[config.mk]
export PLATFORM = sky130hd
export DESIGN_NAME = scg_clock_gate_ctrl
export DESIGN_NICKNAME = d
export VERILOG_FILES = /design/src/rtl/scg_pkg.sv /design/src/rtl/scg_clock_gate_ctrl.sv
export VERILOG_INCLUDE_DIRS = /design/src /design/src/rtl
export SDC_FILE = /design/constraint.sdc
export NUM_CORES = 1
export LEC_CHECK = 0
export BUFFER_PORTS_ARGS = -buffer_cell sky130_fd_sc_hd__buf_2
export CORE_ASPECT_RATIO = 1.4
export CORE_MARGIN = 3
export CORE_UTILIZATION = 40
export CTS_BUF_LIST = sky130_fd_sc_hd__clkbuf_16
export DETAILED_ROUTE_END_ITERATION = 10
export HOLD_SLACK_MARGIN = 0.08
export PLACE_DENSITY = 0.85
export SLEW_MARGIN = 20
export SYNTH_ARGS = -nofsm -noshare
export SYNTH_HDL_FRONTEND = slang
export SYNTH_SLANG_ARGS = --single-unit
[constraint.sdc]
create_clock -name pclk -period 2.2 [get_ports pclk]
set_clock_uncertainty 0.1 [all_clocks]
set_input_delay 0.11 -clock pclk [delete_from_list [all_inputs] [get_ports pclk]]
set_output_delay 0.11 -clock pclk [all_outputs]
set_load 0.03 [all_outputs]
[src/rtl/scg_defines.svh]
// Purpose: named offsets, field positions and reset values of the clock gate block
// Assumes: 32-bit APB data, byte addresses
// Notes: included by the top module only; the package does not include it
`ifndef SCG_DEFINES_SVH
`define SCG_DEFINES_SVH

`define SCG_BASE_ADDR 32'h400f_e000
`define SCG_BASE_MASK 32'hffff_f000
`define SCG_OFFS_MASK 32'h0000_0fff
`define SCG_OFFS_RUN_CFG 32'h0000_0200
`define SCG_OFFS_RUN_GATES 32'h0000_0104
`define SCG_OFFS_SLEEP_GATES 32'h0000_0114
`define SCG_OFFS_DEEP_GATES 32'h0000_0124

`define SCG_BIT_CMP2 26
`define SCG_BIT_CMP1 25
`define SCG_BIT_CMP0 24
`define SCG_BIT_TMR2 18
`define SCG_BIT_TMR1 17
`define SCG_BIT_TMR0 16
`define SCG_BIT_TWI0 12
`define SCG_BIT_SSP0 4
`define SCG_BIT_SER1 1
`define SCG_BIT_SER0 0
`define SCG_BIT_AUTO 0

`define SCG_GATE_MASK 32'h0707_1013
`define SCG_CFG_MASK 32'h0000_0001
`define SCG_WORD_ZERO 32'h0000_0000
`define SCG_WORD_ONES 32'hffff_ffff
`define SCG_GATES_ZERO 10'h000

`endif

[src/rtl/scg_pkg.sv]
// Purpose: types shared by the clock gate block and its bench
// Assumes: constants come from scg_defines.svh
// Notes: one bit per gated peripheral unit
package scg_pkg;

   typedef struct packed {
      logic comparator_two_gate;
      logic comparator_one_gate;
      logic comparator_zero_gate;
      logic gp_counter_two_gate;
      logic gp_counter_one_gate;
      logic gp_counter_zero_gate;
      logic twowire_unit_zero_gate;
      logic sync_serial_zero_gate;
      logic serial_port_one_gate;
      logic serial_port_zero_gate;
   } scg_unit_gates_t;

   typedef struct packed {
      logic valid;
      scg_unit_gates_t sel;
   } scg_unit_access_t;

   typedef enum logic [1:0] {
      SCG_MODE_RUN = 2'h0,
      SCG_MODE_SLEEP = 2'h1,
      SCG_MODE_DEEP = 2'h2
   } scg_power_mode_t;

endpackage : scg_pkg

[src/rtl/scg_clock_gate_ctrl.sv]
// Purpose: run, sleep and deep-sleep clock gate registers with APB access
// Assumes: power mode and unit access strobes come from logic on pclk
// Notes: one wait-free access phase; unit enables lag register changes by one cycle
//Contract
//- each set gate bit clocks its unit; a clear bit stops it
//- access to a unit whose clock is off returns a bus fault
//- reset clears every gate bit, leaving all units unclocked
//- separate gate registers apply in run, sleep and deep-sleep
//- sleep and deep-sleep gates apply only with automatic gating selected
//- unused bit positions are read-only and read as zero
//- sleep gate register sits at offset 0x114 from base 0x400fe000
`include "scg_defines.svh"
`timescale 1ns/1ps
`default_nettype none

module scg_clock_gate_ctrl (
   input wire logic pclk,
   input wire logic presetn,
   input wire logic psel,
   input wire logic penable,
   input wire logic pwrite,
   input wire logic [31:0] paddr,
   input wire logic [31:0] pwdata,
   output logic [31:0] prdata,
   output logic pready,
   output logic pslverr,
   input wire scg_pkg::scg_power_mode_t power_mode,
   input wire scg_pkg::scg_unit_access_t unit_access,
   output scg_pkg::scg_unit_gates_t unit_clock_enable,
   output logic unit_bus_fault
);

   function automatic scg_pkg::scg_unit_gates_t to_gates(input logic [31:0] w);
      scg_pkg::scg_unit_gates_t g;
      g.comparator_two_gate = w[`SCG_BIT_CMP2];
      g.comparator_one_gate = w[`SCG_BIT_CMP1];
      g.comparator_zero_gate = w[`SCG_BIT_CMP0];
      g.gp_counter_two_gate = w[`SCG_BIT_TMR2];
      g.gp_counter_one_gate = w[`SCG_BIT_TMR1];
      g.gp_counter_zero_gate = w[`SCG_BIT_TMR0];
      g.twowire_unit_zero_gate = w[`SCG_BIT_TWI0];
      g.sync_serial_zero_gate = w[`SCG_BIT_SSP0];
      g.serial_port_one_gate = w[`SCG_BIT_SER1];
      g.serial_port_zero_gate = w[`SCG_BIT_SER0];
      return g;
   endfunction : to_gates

   function automatic logic [31:0] to_word(input scg_pkg::scg_unit_gates_t g);
      logic [31:0] w;
      w = `SCG_WORD_ZERO;
      w[`SCG_BIT_CMP2] = g.comparator_two_gate;
      w[`SCG_BIT_CMP1] = g.comparator_one_gate;
      w[`SCG_BIT_CMP0] = g.comparator_zero_gate;
      w[`SCG_BIT_TMR2] = g.gp_counter_two_gate;
      w[`SCG_BIT_TMR1] = g.gp_counter_one_gate;
      w[`SCG_BIT_TMR0] = g.gp_counter_zero_gate;
      w[`SCG_BIT_TWI0] = g.twowire_unit_zero_gate;
      w[`SCG_BIT_SSP0] = g.sync_serial_zero_gate;
      w[`SCG_BIT_SER1] = g.serial_port_one_gate;
      w[`SCG_BIT_SER0] = g.serial_port_zero_gate;
      return w;
   endfunction : to_word

   scg_pkg::scg_unit_gates_t run_peripheral_clock_gates_reg;
   scg_pkg::scg_unit_gates_t sleep_peripheral_clock_gates_reg;
   scg_pkg::scg_unit_gates_t deepsleep_peripheral_clock_gates_reg;
   logic auto_gating_select_reg;
   scg_pkg::scg_unit_gates_t unit_clock_enable_reg;
   scg_pkg::scg_unit_gates_t unit_clock_enable_next;
   logic unit_bus_fault_reg;
   logic [31:0] prdata_reg;
   logic pready_reg;
   logic pslverr_reg;

   // address decode
   wire logic base_hit = (paddr & `SCG_BASE_MASK) == `SCG_BASE_ADDR;
   wire logic [31:0] offs = paddr & `SCG_OFFS_MASK;
   wire logic sel_cfg = base_hit && (offs == `SCG_OFFS_RUN_CFG);
   wire logic sel_run = base_hit && (offs == `SCG_OFFS_RUN_GATES);
   wire logic sel_sleep = base_hit && (offs == `SCG_OFFS_SLEEP_GATES);
   wire logic sel_deep = base_hit && (offs == `SCG_OFFS_DEEP_GATES);
   wire logic sel_any = sel_cfg || sel_run || sel_sleep || sel_deep;
   wire logic setup_phase = psel && !penable;
   // write commits only at the edge that completes the access phase
   wire logic wr_en = psel && penable && pready_reg && pwrite && !pslverr_reg;
   // reserved positions never store, so they read as zero
   wire scg_pkg::scg_unit_gates_t wr_gates = to_gates(pwdata & `SCG_GATE_MASK);
   wire logic [31:0] cfg_word = {31'h0000_0000, auto_gating_select_reg};
   wire logic [31:0] rd_word = sel_cfg ? cfg_word :
                               sel_run ? to_word(run_peripheral_clock_gates_reg) :
                               sel_sleep ? to_word(sleep_peripheral_clock_gates_reg) :
                               sel_deep ? to_word(deepsleep_peripheral_clock_gates_reg) :
                               `SCG_WORD_ZERO;

   // mode selection; without automatic gating run gates hold in every mode
   wire logic use_sleep = auto_gating_select_reg && (power_mode == scg_pkg::SCG_MODE_SLEEP);
   wire logic use_deep = auto_gating_select_reg && (power_mode == scg_pkg::SCG_MODE_DEEP);
   assign unit_clock_enable_next = use_sleep ? sleep_peripheral_clock_gates_reg :
                                   use_deep ? deepsleep_peripheral_clock_gates_reg :
                                   run_peripheral_clock_gates_reg;

   // gated units: checked against the enables the units really see
   wire logic access_blocked = unit_access.valid &&
                               ((unit_access.sel & ~unit_clock_enable_reg) != `SCG_GATES_ZERO);

   always_ff @(posedge pclk or negedge presetn) begin
      if (!presetn) begin
         run_peripheral_clock_gates_reg <= `SCG_GATES_ZERO;
         sleep_peripheral_clock_gates_reg <= `SCG_GATES_ZERO;
         deepsleep_peripheral_clock_gates_reg <= `SCG_GATES_ZERO;
         auto_gating_select_reg <= 1'b0;
      end else if (wr_en) begin
         if (sel_cfg) begin
            auto_gating_select_reg <= pwdata[`SCG_BIT_AUTO];
         end
         if (sel_run) begin
            run_peripheral_clock_gates_reg <= wr_gates;
         end
         if (sel_sleep) begin
            sleep_peripheral_clock_gates_reg <= wr_gates;
         end
         if (sel_deep) begin
            deepsleep_peripheral_clock_gates_reg <= wr_gates;
         end
      end
   end

   always_ff @(posedge pclk or negedge presetn) begin
      if (!presetn) begin
         unit_clock_enable_reg <= `SCG_GATES_ZERO;
         unit_bus_fault_reg <= 1'b0;
      end else begin
         unit_clock_enable_reg <= unit_clock_enable_next;
         unit_bus_fault_reg <= access_blocked;
      end
   end

   // answer is prepared in setup so every bus output comes from a flop
   always_ff @(posedge pclk or negedge presetn) begin
      if (!presetn) begin
         pready_reg <= 1'b0;
         pslverr_reg <= 1'b0;
         prdata_reg <= `SCG_WORD_ZERO;
      end else if (setup_phase) begin
         pready_reg <= 1'b1;
         pslverr_reg <= !sel_any;
         prdata_reg <= pwrite ? `SCG_WORD_ZERO : rd_word;
      end else begin
         pready_reg <= 1'b0;
         pslverr_reg <= 1'b0;
         prdata_reg <= `SCG_WORD_ZERO;
      end
   end

   assign prdata = prdata_reg;
   assign pready = pready_reg;
   assign pslverr = pslverr_reg;
   assign unit_clock_enable = unit_clock_enable_reg;
   assign unit_bus_fault = unit_bus_fault_reg;

   // gate and select bits move only through a decoded bus write
   wire logic sleep_write = wr_en && sel_sleep;
   wire logic cfg_write = wr_en && sel_cfg;
endmodule : scg_clock_gate_ctrl

`default_nettype wire

==> results of run 1 <==
-- through the flow --
step	hold WS, ns	power, mW	std cells	instance area, um^2
floorplan	-0.286	1.15	260	2770
global placement	0.0387	1.21	395	3170
detailed placement	0.0414	1.22	395	3170
CTS	0.0941	2.09	419	3490
global route	0.111	2.16	420	3500
finish	0.0959	2.08	420	3500
-- power by group through the flow --
stage / Sequential, mW / Combinational [mW] / Clock, mW
2_1_floorplan: 1.02 / 0.129 / 0
3_3_place_gp: 1.02 / 0.199 / 0
3_5_place_dp: 1.01 / 0.203 / 0
4_1_cts: 0.996 / 0.226 / 0.868
5_1_grt: 0.996 / 0.249 / 0.916
6_report: 0.997 / 0.226 / 0.853
-- routing by layer --
metal  vias up  GRT usage, %  part of all wire, %
met4         0          7.40                  2.7
met1      1038          18.6                   36
li1       1018             -                    -
met5         -             0                    0
met3        15          4.00                  6.9
met2       109          33.6                   54
-- area by class of cell --
class	count	area, um^2
Clock buffer	5	125
Clock inverter	3	37.5
Fill cell	545	2880
Inverter	11	41.3
Multi-Input combinational cell	166	1190
Sequential cell	54	1350
Tap cell	72	90.1
Timing Repair Buffer	109	666
-- tightest hold or removal path, stage by stage --
cell	delay, ns
sky130_fd_sc_hd__buf_2	0.10
sky130_fd_sc_hd__nor2b_1	0.14
sky130_fd_sc_hd__o31a_1	0.10
-- placed cells by master, fill, tap and decap left out, types with 3 or more instances in the layout --
master,Yosys,layout
sky130_fd_sc_hd__a21oi_1,10,10
sky130_fd_sc_hd__and2_1,9,9
sky130_fd_sc_hd__buf_2,0,82
sky130_fd_sc_hd__buf_4,22,10
sky130_fd_sc_hd__clkbuf_16,0,5
sky130_fd_sc_hd__conb_1,1,22
sky130_fd_sc_hd__dfrtp_1,54,54
sky130_fd_sc_hd__dlygate4sd3_1,0,16
sky130_fd_sc_hd__inv_1,11,13
sky130_fd_sc_hd__mux2_2,29,29
sky130_fd_sc_hd__mux2i_1,10,10
sky130_fd_sc_hd__nand2_1,12,12
sky130_fd_sc_hd__nand2b_1,4,4
sky130_fd_sc_hd__nor2_1,12,12
sky130_fd_sc_hd__nor3_1,3,3
sky130_fd_sc_hd__nor4_4,3,3
sky130_fd_sc_hd__o21ai_0,10,10
sky130_fd_sc_hd__o22ai_1,14,14
-- cells by family after synthesis --
| group | after synthesis | synth area share (%) |
|---|---|---|
| multiplexers | 41 | 16.7 |
| AO/OA/AOI/OAI | 41 | 9.06 |
| other | 1 | 0.139 |
| AND/OR/NAND/NOR | 62 | 15.3 |
| flip-flops | 54 | 50.2 |
| buffers and inverters | 40 | 8.64 |
-- timing repair --
item                                    in CTS  in global routing
endpoints found under the setup margin       0                  6
setup buffers                                0                  1
resized for setup                            0                  0
hold buffers                                16                  0
hold endpoints to repair                    60                  0
-- how the worst min path moves through the flow --
stage,cells after the start,endpoint,slack (ns)
2_1_floorplan,0,auto_gating_select_reg$_DFFE_PN0P_,-0.29
3_5_place_dp,1,sleep_peripheral_clock_gates_reg[5]$_DFFE_PN0P_,0.04
4_1_cts,3,pslverr$_DFF_PN0_,0.09
6_report,3,pslverr$_DFF_PN0_,0.1
5_1_grt,3,pslverr$_DFF_PN0_,0.11
3_3_place_gp,1,sleep_peripheral_clock_gates_reg[5]$_DFFE_PN0P_,0.04
==> reports/summary.md, run 1 <==
The tools report the nature of the critical path endpoint as a flip-flop. The logs give 0 for the initial antenna violation count and 1.88 nW for the leakage power. By count the netlist is led by sky130_fd_sc_hd__dfrtp_1, sky130_fd_sc_hd__mux2_2, sky130_fd_sc_hd__buf_4. The tools report the count of synthesis-stage warnings from yosys as 0. The HPWL after detailed placement came out at 4.63 mm. The combinational fraction of design power came out at 10.9%.

After clock tree synthesis, the clock-pin slew on the worst setup and hold paths is 0.06 ns. The analysis attributes to net switching a power of 0.465 mW. TritonCTS built the clock tree. On the critical path, the stage with the largest delay is an instance of sky130_fd_sc_hd__dlygate4sd3_1. Of all flip-flops after synthesis, the portion carrying an async set or reset was 100%. The repair_antennas step left the layout with diodes totalling 0.

In the finished design, the share of the clock period the worst path needs comes to 89.3%. The run gives 6.44 mm as the total routed wirelength. The worst setup path is of the in -> reg kind. The average cell area after synthesis is 11.3 um^2. The number of iterations in the first detailed-routing pass was 4; the total of buffers placed on input and output ports was 82. From left edge to right edge, the die measures 75.4 um. The cell internal power dissipation came out at 1.61 mW.

In this run, CTS created clock tree buffers numbering 5. The share of Yosys cell area claimed by the top area cell type was 50.2%. Sorting the synthesized cells by area gives the leading types as sky130_fd_sc_hd__dfrtp_1, sky130_fd_sc_hd__mux2_2, sky130_fd_sc_hd__buf_4, sky130_fd_sc_hd__mux2i_1, sky130_fd_sc_hd__o22ai_1.

For this run, the slowest stage of the critical path takes 0.52 ns. The fraction of layout instances using a drive strength above 1 is 39.4%. The tightest min-delay check is of the in -> reg type.

Across every metal layer, demand over resource in global routing totals 17.9%. Setup violations remaining at the end of the flow were counted as 0. Setup repair after global routing left no endpoint under its margin. Post-synthesis sequential element count: 54.

The cell seen most often among critical-path stages was sky130_fd_sc_hd__buf_4. The kind of cell with the highest combined delay along the critical path is buffers and inverters. The maximum number of buffers from clock root to sink was 2.

The endpoint identified for the worst register-to-register timing path is deepsleep_peripheral_clock_gates_reg[6]$_DFFE_PN0P_. The tools report the source of the worst hold timing path as psel. The largest driver fanout on the critical path came out at 10. The cell count after synthesis came out at 239.

In this run the worst setup path begins at penable. The startpoint kind of the worst setup timing path is an input pin. Entering global routing, the biggest net connects 30 pins. The number of global-route vias before repair is 2286, and the count of flip-flops with a built-in enable after synthesis is 0. By instance count, the leading cell after synthesis is sky130_fd_sc_hd__dfrtp_1. The area growth from synthesis to layout was 29.9%; the max-slew violation count was 0.

The floorplan step defined a core boundary enclosing 0.00638 mm^2. The minimum clock period works out to 1.97 ns. After synthesis, flip-flops and latches occupy 50.2% of the total area. For the number of maximum-capacitance violations, the log shows 0. The logs give 10.4 mm for the wire length of the first global-routing pass and 48.0% for the sequential fraction of design power. Across the VDD grid, the largest voltage drop is 322 uV. The number of nets with antenna violations after detailed routing is 0. The die covers 0.00777 mm^2.

The reg-to-reg setup timing slack was 0.24 ns. The detailed router placed 2180 vias in this run. The run gives 0 as the overall overflow remaining after global route.

Once routing completed, OpenROAD measured the worst setup slack at 0.235 ns. The pre-CTS worst setup slack was 0.117 ns; the via density per instance was 5.19. The number of stages on the worst setup path came out at 8.

The worst register-to-register path has a depth of 6. Headroom to the max-slew limit came out at 60.2%. The logs give 0.00269 mm^2 for the post-synthesis cell area and 42.2% for the initial core utilization. In the final routed layout, each cell accounts on average for 15.3 um. The run finished with clean final reports.

127 I/O pins were placed. Power spread over the standard cell area amounts to 593 mW/mm^2. The vertical die dimension was 103 um; the count of different cell masters after synthesis was 37. At the worst endpoint, the arrival time is 2.04 ns. Counting both buffers and inverters, the worst setup path holds a total of 4. Routability-driven placement finished with a final weighted congestion of 0.742.

Data on the critical path is required at its endpoint by 2.27 ns. In the synthesized netlist the dominant register cell turns out to be sky130_fd_sc_hd__dfrtp_1. For this design, the sink count on the clock tree is 54.

Launch point of the worst reg-to-reg path: pslverr$_DFF_PN0_. The tools report the row count as 34. The run gives 41.1% as the clock group share of total power. Number of DRC violations after detailed-routing iteration 0: 140. The tools report the final core utilization as 54.8%.

Following the worst setup path forward leads to its endpoint at deepsleep_peripheral_clock_gates_reg[6]$_DFFE_PN0P_. The tools report the buffer type at the clock tree root as sky130_fd_sc_hd__clkbuf_16. The final number of hold-violating endpoints was 0; the post-route DRC violation count was 0. Final-stage net count: 429. The signal on the critical path passes through dlygate4sd3_1, buf_2, and4b_1, nand4_1, buf_4, nor4_4, buf_4, mux2_2. Fraction of power spent switching nets: 22.4%. The highest attainable clock frequency was 509 MHz; the insertion delay of the later-clocked pin in the worst-skew pair was 0.29 ns.

At the pin with the least slew margin, the transition time is 0.597 ns. The largest total area in the synthesized netlist belongs to sky130_fd_sc_hd__dfrtp_1. Final sum of negative setup slack: 0 ns.

The clock tree synthesis step divided the H-tree into 2 levels.
(Power assumes the default switching activity.)
==> run 2: changes to the inputs <==
- CORE_UTILIZATION: 40 -> 42
- PLACE_DENSITY: 0.85 -> 0.88
- clock period: 2.2 -> 1.8 ns (I/O delays scaled with it)
==> reports/summary.md, run 2 (synthesis gave the netlist of run 1 again) <==
TritonCTS built the clock tree. Clock sink count: 54 (unchanged). The wire length of the first global-routing pass is 11.4 mm (+9.7%), and the number of placed instances with taps included is 400 (+1.3%).

The total routed wirelength was 7.43 mm (+15%). The overall die area was 0.00742 mm^2 (-4.4%); the max-slew violation count was 0 (unchanged). Buffer type at the clock tree root: sky130_fd_sc_hd__clkbuf_16.

The post-CTS clock slew at the launch and capture registers of the worst setup and hold paths was 0.06 ns (about the same); the total of buffers placed on input and output ports was 82 (unchanged). The number of maximum-capacitance violations is 0 (unchanged), and the minimum clock period is 1.91 ns. The logs give 0 (unchanged) for the number of antenna diodes and 0 (unchanged) for the final number of hold-violating endpoints. The run gives -0.114 ns (-0.349 ns) as the final critical-path setup slack. The logs give 55 (+83%) for the maximum number of pins on one net before global-route repair and 0.29 ns (about the same) for the insertion delay of the later-clocked pin in the worst-skew pair. For the initial antenna violation count, the log shows 0 (unchanged). The floorplan die width was 73.7 um (-2.2%). The tools report the data required time at the worst endpoint as 1.88 ns (-0.39 ns). The vertical die dimension came out at 101 um (-2.3%). The overall overflow remaining after global route was 0 (unchanged).

The tools report the number of global-route vias before repair as 2472 (+8.1%). The total power per unit cell area came out at 651 mW/mm^2 (+9.7%). Number of buffers added by the clock tree synthesis step: 5 (unchanged). Post-route DRC violation count: 0 (unchanged). The flow ran to the end, but the final reports show violations. The highest attainable clock frequency came out at 522 MHz. Total via count in the routed design: 2322 (+6.5%).

The tools report the number of nets with antenna violations after detailed routing as 0 (unchanged). The critical path is of the reg -> reg type. The final setup violation count is 30 (+30), and the leakage power is 1.94 nW (+3.2%). The tools report the top-level port count as 127 (unchanged).

The post-detailed-route wirelength per cell was 17.4 um (+14%); the placer congestion estimate was 0.852 (+15%). HPWL after detailed placement: 5.07 mm (+9.6%). The logs give 381 uV (+18%) for the maximum VDD drop and 0.00325 mm^2 (+2.4%) for the area after detailed placement. The count of non-filler cells in the finished layout came out at 427 (+1.7%). Leaving out fill and tap cells, the most frequent cells in the layout are sky130_fd_sc_hd__buf_2, sky130_fd_sc_hd__dfrtp_1, sky130_fd_sc_hd__mux2_4. The largest driver fanout on the critical path is 5 (-5).

The run gives 44.7% (+2.5 points) as the initial core utilization. The area of the placeable core came out at 0.00603 mm^2 (-5.5%). The worst setup path is captured at a flip-flop. The final cycle utilization of the critical path is 106%.

The startpoint kind of the worst setup timing path is a flip-flop. For the maximum number of buffers from clock root to sink, the log shows 2 (unchanged). The run gives 2 (unchanged) as the H-tree level count. The final reports fail on setup timing. The run gives 438 (+2.1%) as the final-stage net count.

The most frequent standard cell in the layout excluding fill and tap cells was sky130_fd_sc_hd__buf_2. For the area of all placed cells without fillers, the log shows 0.00372 mm^2 (+6.2%). The via density per instance was 5.44 (+4.8%). The arrival time of the worst setup path was 1.99 ns (-0.05 ns). The run gives 20.4% (+2.5 points) as the combined global-route utilization of all metal layers. Relative to the synthesized area, the layout overhead comes to 37.9%. Setup repair after global routing could not meet its margin everywhere. The min-delay analysis places its worst path in the category in -> reg. The fraction of layout instances using a drive strength above 1 was 41.7% (+2.4 points). The row count came out at 33 (-2.9%).

For the number of DRC violations after detailed-routing iteration 0, the log shows 166 (+19%). Number of iterations in the first detailed-routing pass: 4 (unchanged).
run 2: changes by cell type in the layout (fill, tap and decap cells not counted), sizes merged:
cell / before / now
buf: 93 / 100
clkinv: 0 / 3
inv: 13 / 11
bufinv: 1 / 0
clkbuf: 5 / 6
dlygate4sd3: 16 / 17
run 2: per-stage QoR:
step	utilization, %	worst slack (ns)	TNS, ns	hold WS [ns]	power [mW]
6_report	61.6	-0.114	-1.94	0.169	2.42
5_1_grt	61.6	-0.161	-4.00	0.206	2.49
4_1_cts	60.7	-0.136	-2.50	0.168	2.41
3_5_place_dp	53.9	-0.258	-6.50	0.00227	1.50
3_3_place_gp	53.9	-0.115	-2.63	0.00122	1.49
2_1_floorplan	-	-0.269	-7.97	-0.306	1.41
run 2: power by group:
part	switching, mW	total (mW)	leakage [nW]	internal, mW
combinational	0.178	0.292	1.12	0.114
sequential	0.00136	1.22	0.748	1.22
clock	0.407	0.908	0.0663	0.501
run 2: path summary, 6_finish.rpt:
check | start | endpoint | slack (ns) | cells after the start
min | paddr[4] | prdata[4]$_DFF_PN0_ | 0.17 | 3
min in group asynchronous | presetn | deepsleep_peripheral_clock_gates_reg[3]$_DFFE_PN0P_ | 0.22 | 3
min reg2reg | run_peripheral_clock_gates_reg[9]$_DFFE_PN0P_ | run_peripheral_clock_gates_reg[9]$_DFFE_PN0P_ | 0.45 | 1
max reg2reg | pslverr$_DFF_PN0_ | deepsleep_peripheral_clock_gates_reg[2]$_DFFE_PN0P_ | -0.11 | 7
max in group asynchronous | presetn | pslverr$_DFF_PN0_ | 1.14 | 3
max | pslverr$_DFF_PN0_ | deepsleep_peripheral_clock_gates_reg[2]$_DFFE_PN0P_ | -0.11 | 7
run 2: critical path: stages, from the launching register on:
cell,delay (ns)
sky130_fd_sc_hd__dfrtp_2,0.40
sky130_fd_sc_hd__and4b_1,0.27
sky130_fd_sc_hd__nand4_1,0.11
sky130_fd_sc_hd__buf_6,0.16
sky130_fd_sc_hd__nor4_4,0.12
sky130_fd_sc_hd__buf_4,0.19
sky130_fd_sc_hd__clkbuf_16,0.16
sky130_fd_sc_hd__mux2_4,0.30
run 2: timing repair:
action / CTS / global route
setup endpoints to repair: 30 / 31
gates resized for setup: 28 / 6
pin swaps: 1 / 2
buffers inserted: 0 / 1
cloned: 0 / 1
hold buffers: 17 / 0
hold endpoints to repair: 89 / 0
run 2: per-layer routing:
metal,vias to the layer above,part of all wire (%),GRT usage [%]
met5,-,0,0
met3,12,8.9,4.19
met4,0,1.3,9.76
met1,1125,36,21.8
li1,1034,-,-
met2,151,53,37.2
run 2: layout make-up:
type	instances	area, um^2
inverters	11	41.3
clock inverters	3	11.3
well taps	70	87.6
clock buffers	5	125
repair buffers	118	790
multi-input cells	166	1310
flip-flops and latches	54	1350
fillers	455	2310
==> run 3: changes to the inputs <==
- CORE_UTILIZATION: 42 -> 43
- CTS_BUF_LIST: sky130_fd_sc_hd__clkbuf_16 -> sky130_fd_sc_hd__clkbuf_8
- PLACE_DENSITY: 0.88 -> 0.9
==> reports/summary.md, run 3 (synthesis gave the netlist of run 1 again) <==
The post-route total power is 2.15 mW (-11%). The worst register-to-register path begins at pslverr$_DFF_PN0_. The slowest stage of the critical path belongs to the cell sky130_fd_sc_hd__dfrtp_2.

In the layout the commonest cells are sky130_fd_sc_hd__buf_2, sky130_fd_sc_hd__dfrtp_1, sky130_fd_sc_hd__mux2_4, sky130_fd_sc_hd__conb_1, sky130_fd_sc_hd__dlygate4sd3_1. The total of buffers placed on input and output ports works out to 82 (unchanged). Setup repair after global routing could not meet its margin everywhere.

The checks that failed: setup timing. The number of maximum-capacitance violations came out at 0 (unchanged). The H-tree level count was 2 (unchanged); the number of iterations in the first detailed-routing pass was 4 (unchanged).

The tools report the startpoint kind of the worst setup timing path as a flip-flop. The most frequent standard cell in the layout excluding fill and tap cells is sky130_fd_sc_hd__buf_2. Pre-CTS worst setup slack: -0.134 ns (+0.124 ns). Placer congestion estimate: 0.821 (-3.6%). The fraction of layout instances using a drive strength above 1 was 42.0% (+0.24 points); the overall overflow remaining after global route was 0 (unchanged). The initial core utilization is 45.3% (+0.62 points). The largest driver fanout on the critical path was 5 (unchanged); the highest attainable clock frequency was 524 MHz (+0.37%). The worst register-to-register path ends at deepsleep_peripheral_clock_gates_reg[1]$_DFFE_PN0P_. The run gives 0 (unchanged) as the final number of hold-violating endpoints. The run finished, with violations left.

The wire length of the first global-routing pass came out at 10.5 mm (-7.9%). The signal on the critical path passes through and4b_1, nand4_1, buf_6, nor4_4, buf_4, mux2_2. The post-detailed-route wirelength per cell came out at 15.8 um (-9.3%). The row count was 33 (unchanged); the maximum number of pins on one net before global-route repair was 38 (-31%). The number of buffers added by the clock tree synthesis step is 5 (unchanged).

The tools report the maximum number of buffers from clock root to sink as 2 (unchanged). In this run the worst hold path is classified as in -> async. The worst setup path is of the reg -> reg kind. The final cycle utilization of the critical path is 106% (-0.40 points). The tools report the maximum VDD drop as 281 uV (-26%). TritonCTS built the clock tree. Clock sink count: 54 (unchanged). The tree is rooted in a sky130_fd_sc_hd__clkbuf_8. The post-CTS clock slew at the launch and capture registers of the worst setup and hold paths was 0.08 ns (+0.02 ns); the max-slew violation count was 0 (unchanged). The final setup violation count is 30 (unchanged). From synthesis to final layout, the design area changed by 33.2%. The tools report the leakage power as 1.90 nW (-1.9%). The nature of the critical path endpoint is a flip-flop. The run gives 4.72 mm (-7.0%) as the HPWL after detailed placement. The run gives 196 (+18%) as the number of DRC violations after detailed-routing iteration 0.

The vertical die dimension was 99.7 um (-1.1%). The minimum clock period is 1.91 ns (-0.00712 ns). Maximum cell stage delay along the critical path: 0.41 ns (about the same).

Number of nets with antenna violations after detailed routing: 0 (unchanged). The number of cells on the worst reg-to-reg path is 6 (-1). The worst hold slack was 0.138 ns (-0.0307 ns); the reg-to-reg setup timing slack was -0.11 ns (about the same). The logs give -0.107 ns (+0.00712 ns) for the final critical-path setup slack and 0 (unchanged) for the initial antenna violation count. The via density per instance came out at 5.29 (-2.7%). The total power per unit cell area came out at 600 mW/mm^2 (-7.9%). The number of filler instances in the final layout is 463 (+1.8%), and the number of antenna diodes is 0 (unchanged). The overall die area came out at 0.00726 mm^2 (-2.2%). For the data required time at the worst endpoint, the log shows 1.89 ns (about the same).

The combined global-route utilization of all metal layers is 18.6% (-1.8 points). The tools report the number of global-route vias before repair as 2292 (-7.3%). The top-level port count was 127 (unchanged); the total via count in the routed design was 2248 (-3.2%).

The arrival time of the worst setup path is 1.99 ns (about the same), and the total routed wirelength is 6.71 mm (-9.7%). The floorplan die width was 72.9 um (-1.1%); the final sum of negative setup slack was -2.06 ns (-0.122 ns). The tools report the post-route DRC violation count as 0 (unchanged). The insertion delay of the later-clocked pin in the worst-skew pair is 0.30 ns (about the same), and the final-stage net count is 438 (unchanged). The area of the placeable core came out at 0.00595 mm^2 (-1.4%).
## run 3: routing by layer
metal	routed length, um	up-vias	global-route usage, %	share of wire [%]
li1	-	1031	-	-
met1	2500	1076	22.8	37
met5	0	-	0	0
met3	498	9	2.63	7.4
met2	3620	132	32.5	54
met4	93	0	6.82	1.4
## run 3: how the worst max path moves through the flow
stage | startpoint | to | slack (ns)
6_report | pslverr$_DFF_PN0_ | deepsleep_peripheral_clock_gates_reg[1]$_DFFE_PN0P_ | -0.11
3_3_place_gp | paddr[21] | auto_gating_select_reg$_DFFE_PN0P_ | -0.08
4_1_cts | pslverr$_DFF_PN0_ | deepsleep_peripheral_clock_gates_reg[1]$_DFFE_PN0P_ | -0.11
5_1_grt | pslverr$_DFF_PN0_ | deepsleep_peripheral_clock_gates_reg[1]$_DFFE_PN0P_ | -0.22
2_1_floorplan | pslverr$_DFF_PN0_ | deepsleep_peripheral_clock_gates_reg[1]$_DFFE_PN0P_ | -0.27
3_5_place_dp | paddr[27] | deepsleep_peripheral_clock_gates_reg[5]$_DFFE_PN0P_ | -0.13
## run 3: cell type report
class                           instances  area [um^2]  share of cell area (%)
Sequential cell                        54         1350                    37.7
Multi-Input combinational cell        166         1270                    35.4
Timing Repair Buffer                  118          752                    21.0
Tap cell                               70         87.6                    2.44
Clock buffer                            6         82.6                    2.30
Inverter                               11         41.3                    1.15
## run 3: timing repair
action | in CTS | in global routing
hold buffers | 16 | 0
resized for setup | 14 | 13
setup endpoints to repair | 30 | 30
setup buffers | 0 | 1
endpoints found under the hold margin | 89 | 0
## run 3: critical path, delay by kind of cell, from the launching register on
kind / cells / cell delay [ns]
mux: 1 / 0.34
simple gates: 3 / 0.57
buf+inv: 2 / 0.37
flops: 1 / 0.41
## run 3: metrics by stage
stage | utilization [%] | cell area (um^2) | cells
floorplan | - | 2780 | 260
global placement | 54.4 | 3240 | 402
detailed placement | 54.4 | 3240 | 402
CTS | 59.4 | 3530 | 424
global route | 60.4 | 3590 | 425
finish | 60.4 | 3590 | 425
## run 3: report_power, final
group	leakage [nW]	internal, mW	switching (mW)	total [mW]
Clock	0.0431	0.297	0.351	0.648
Combinational	1.11	0.113	0.173	0.286
Sequential	0.748	1.22	0.00135	1.22
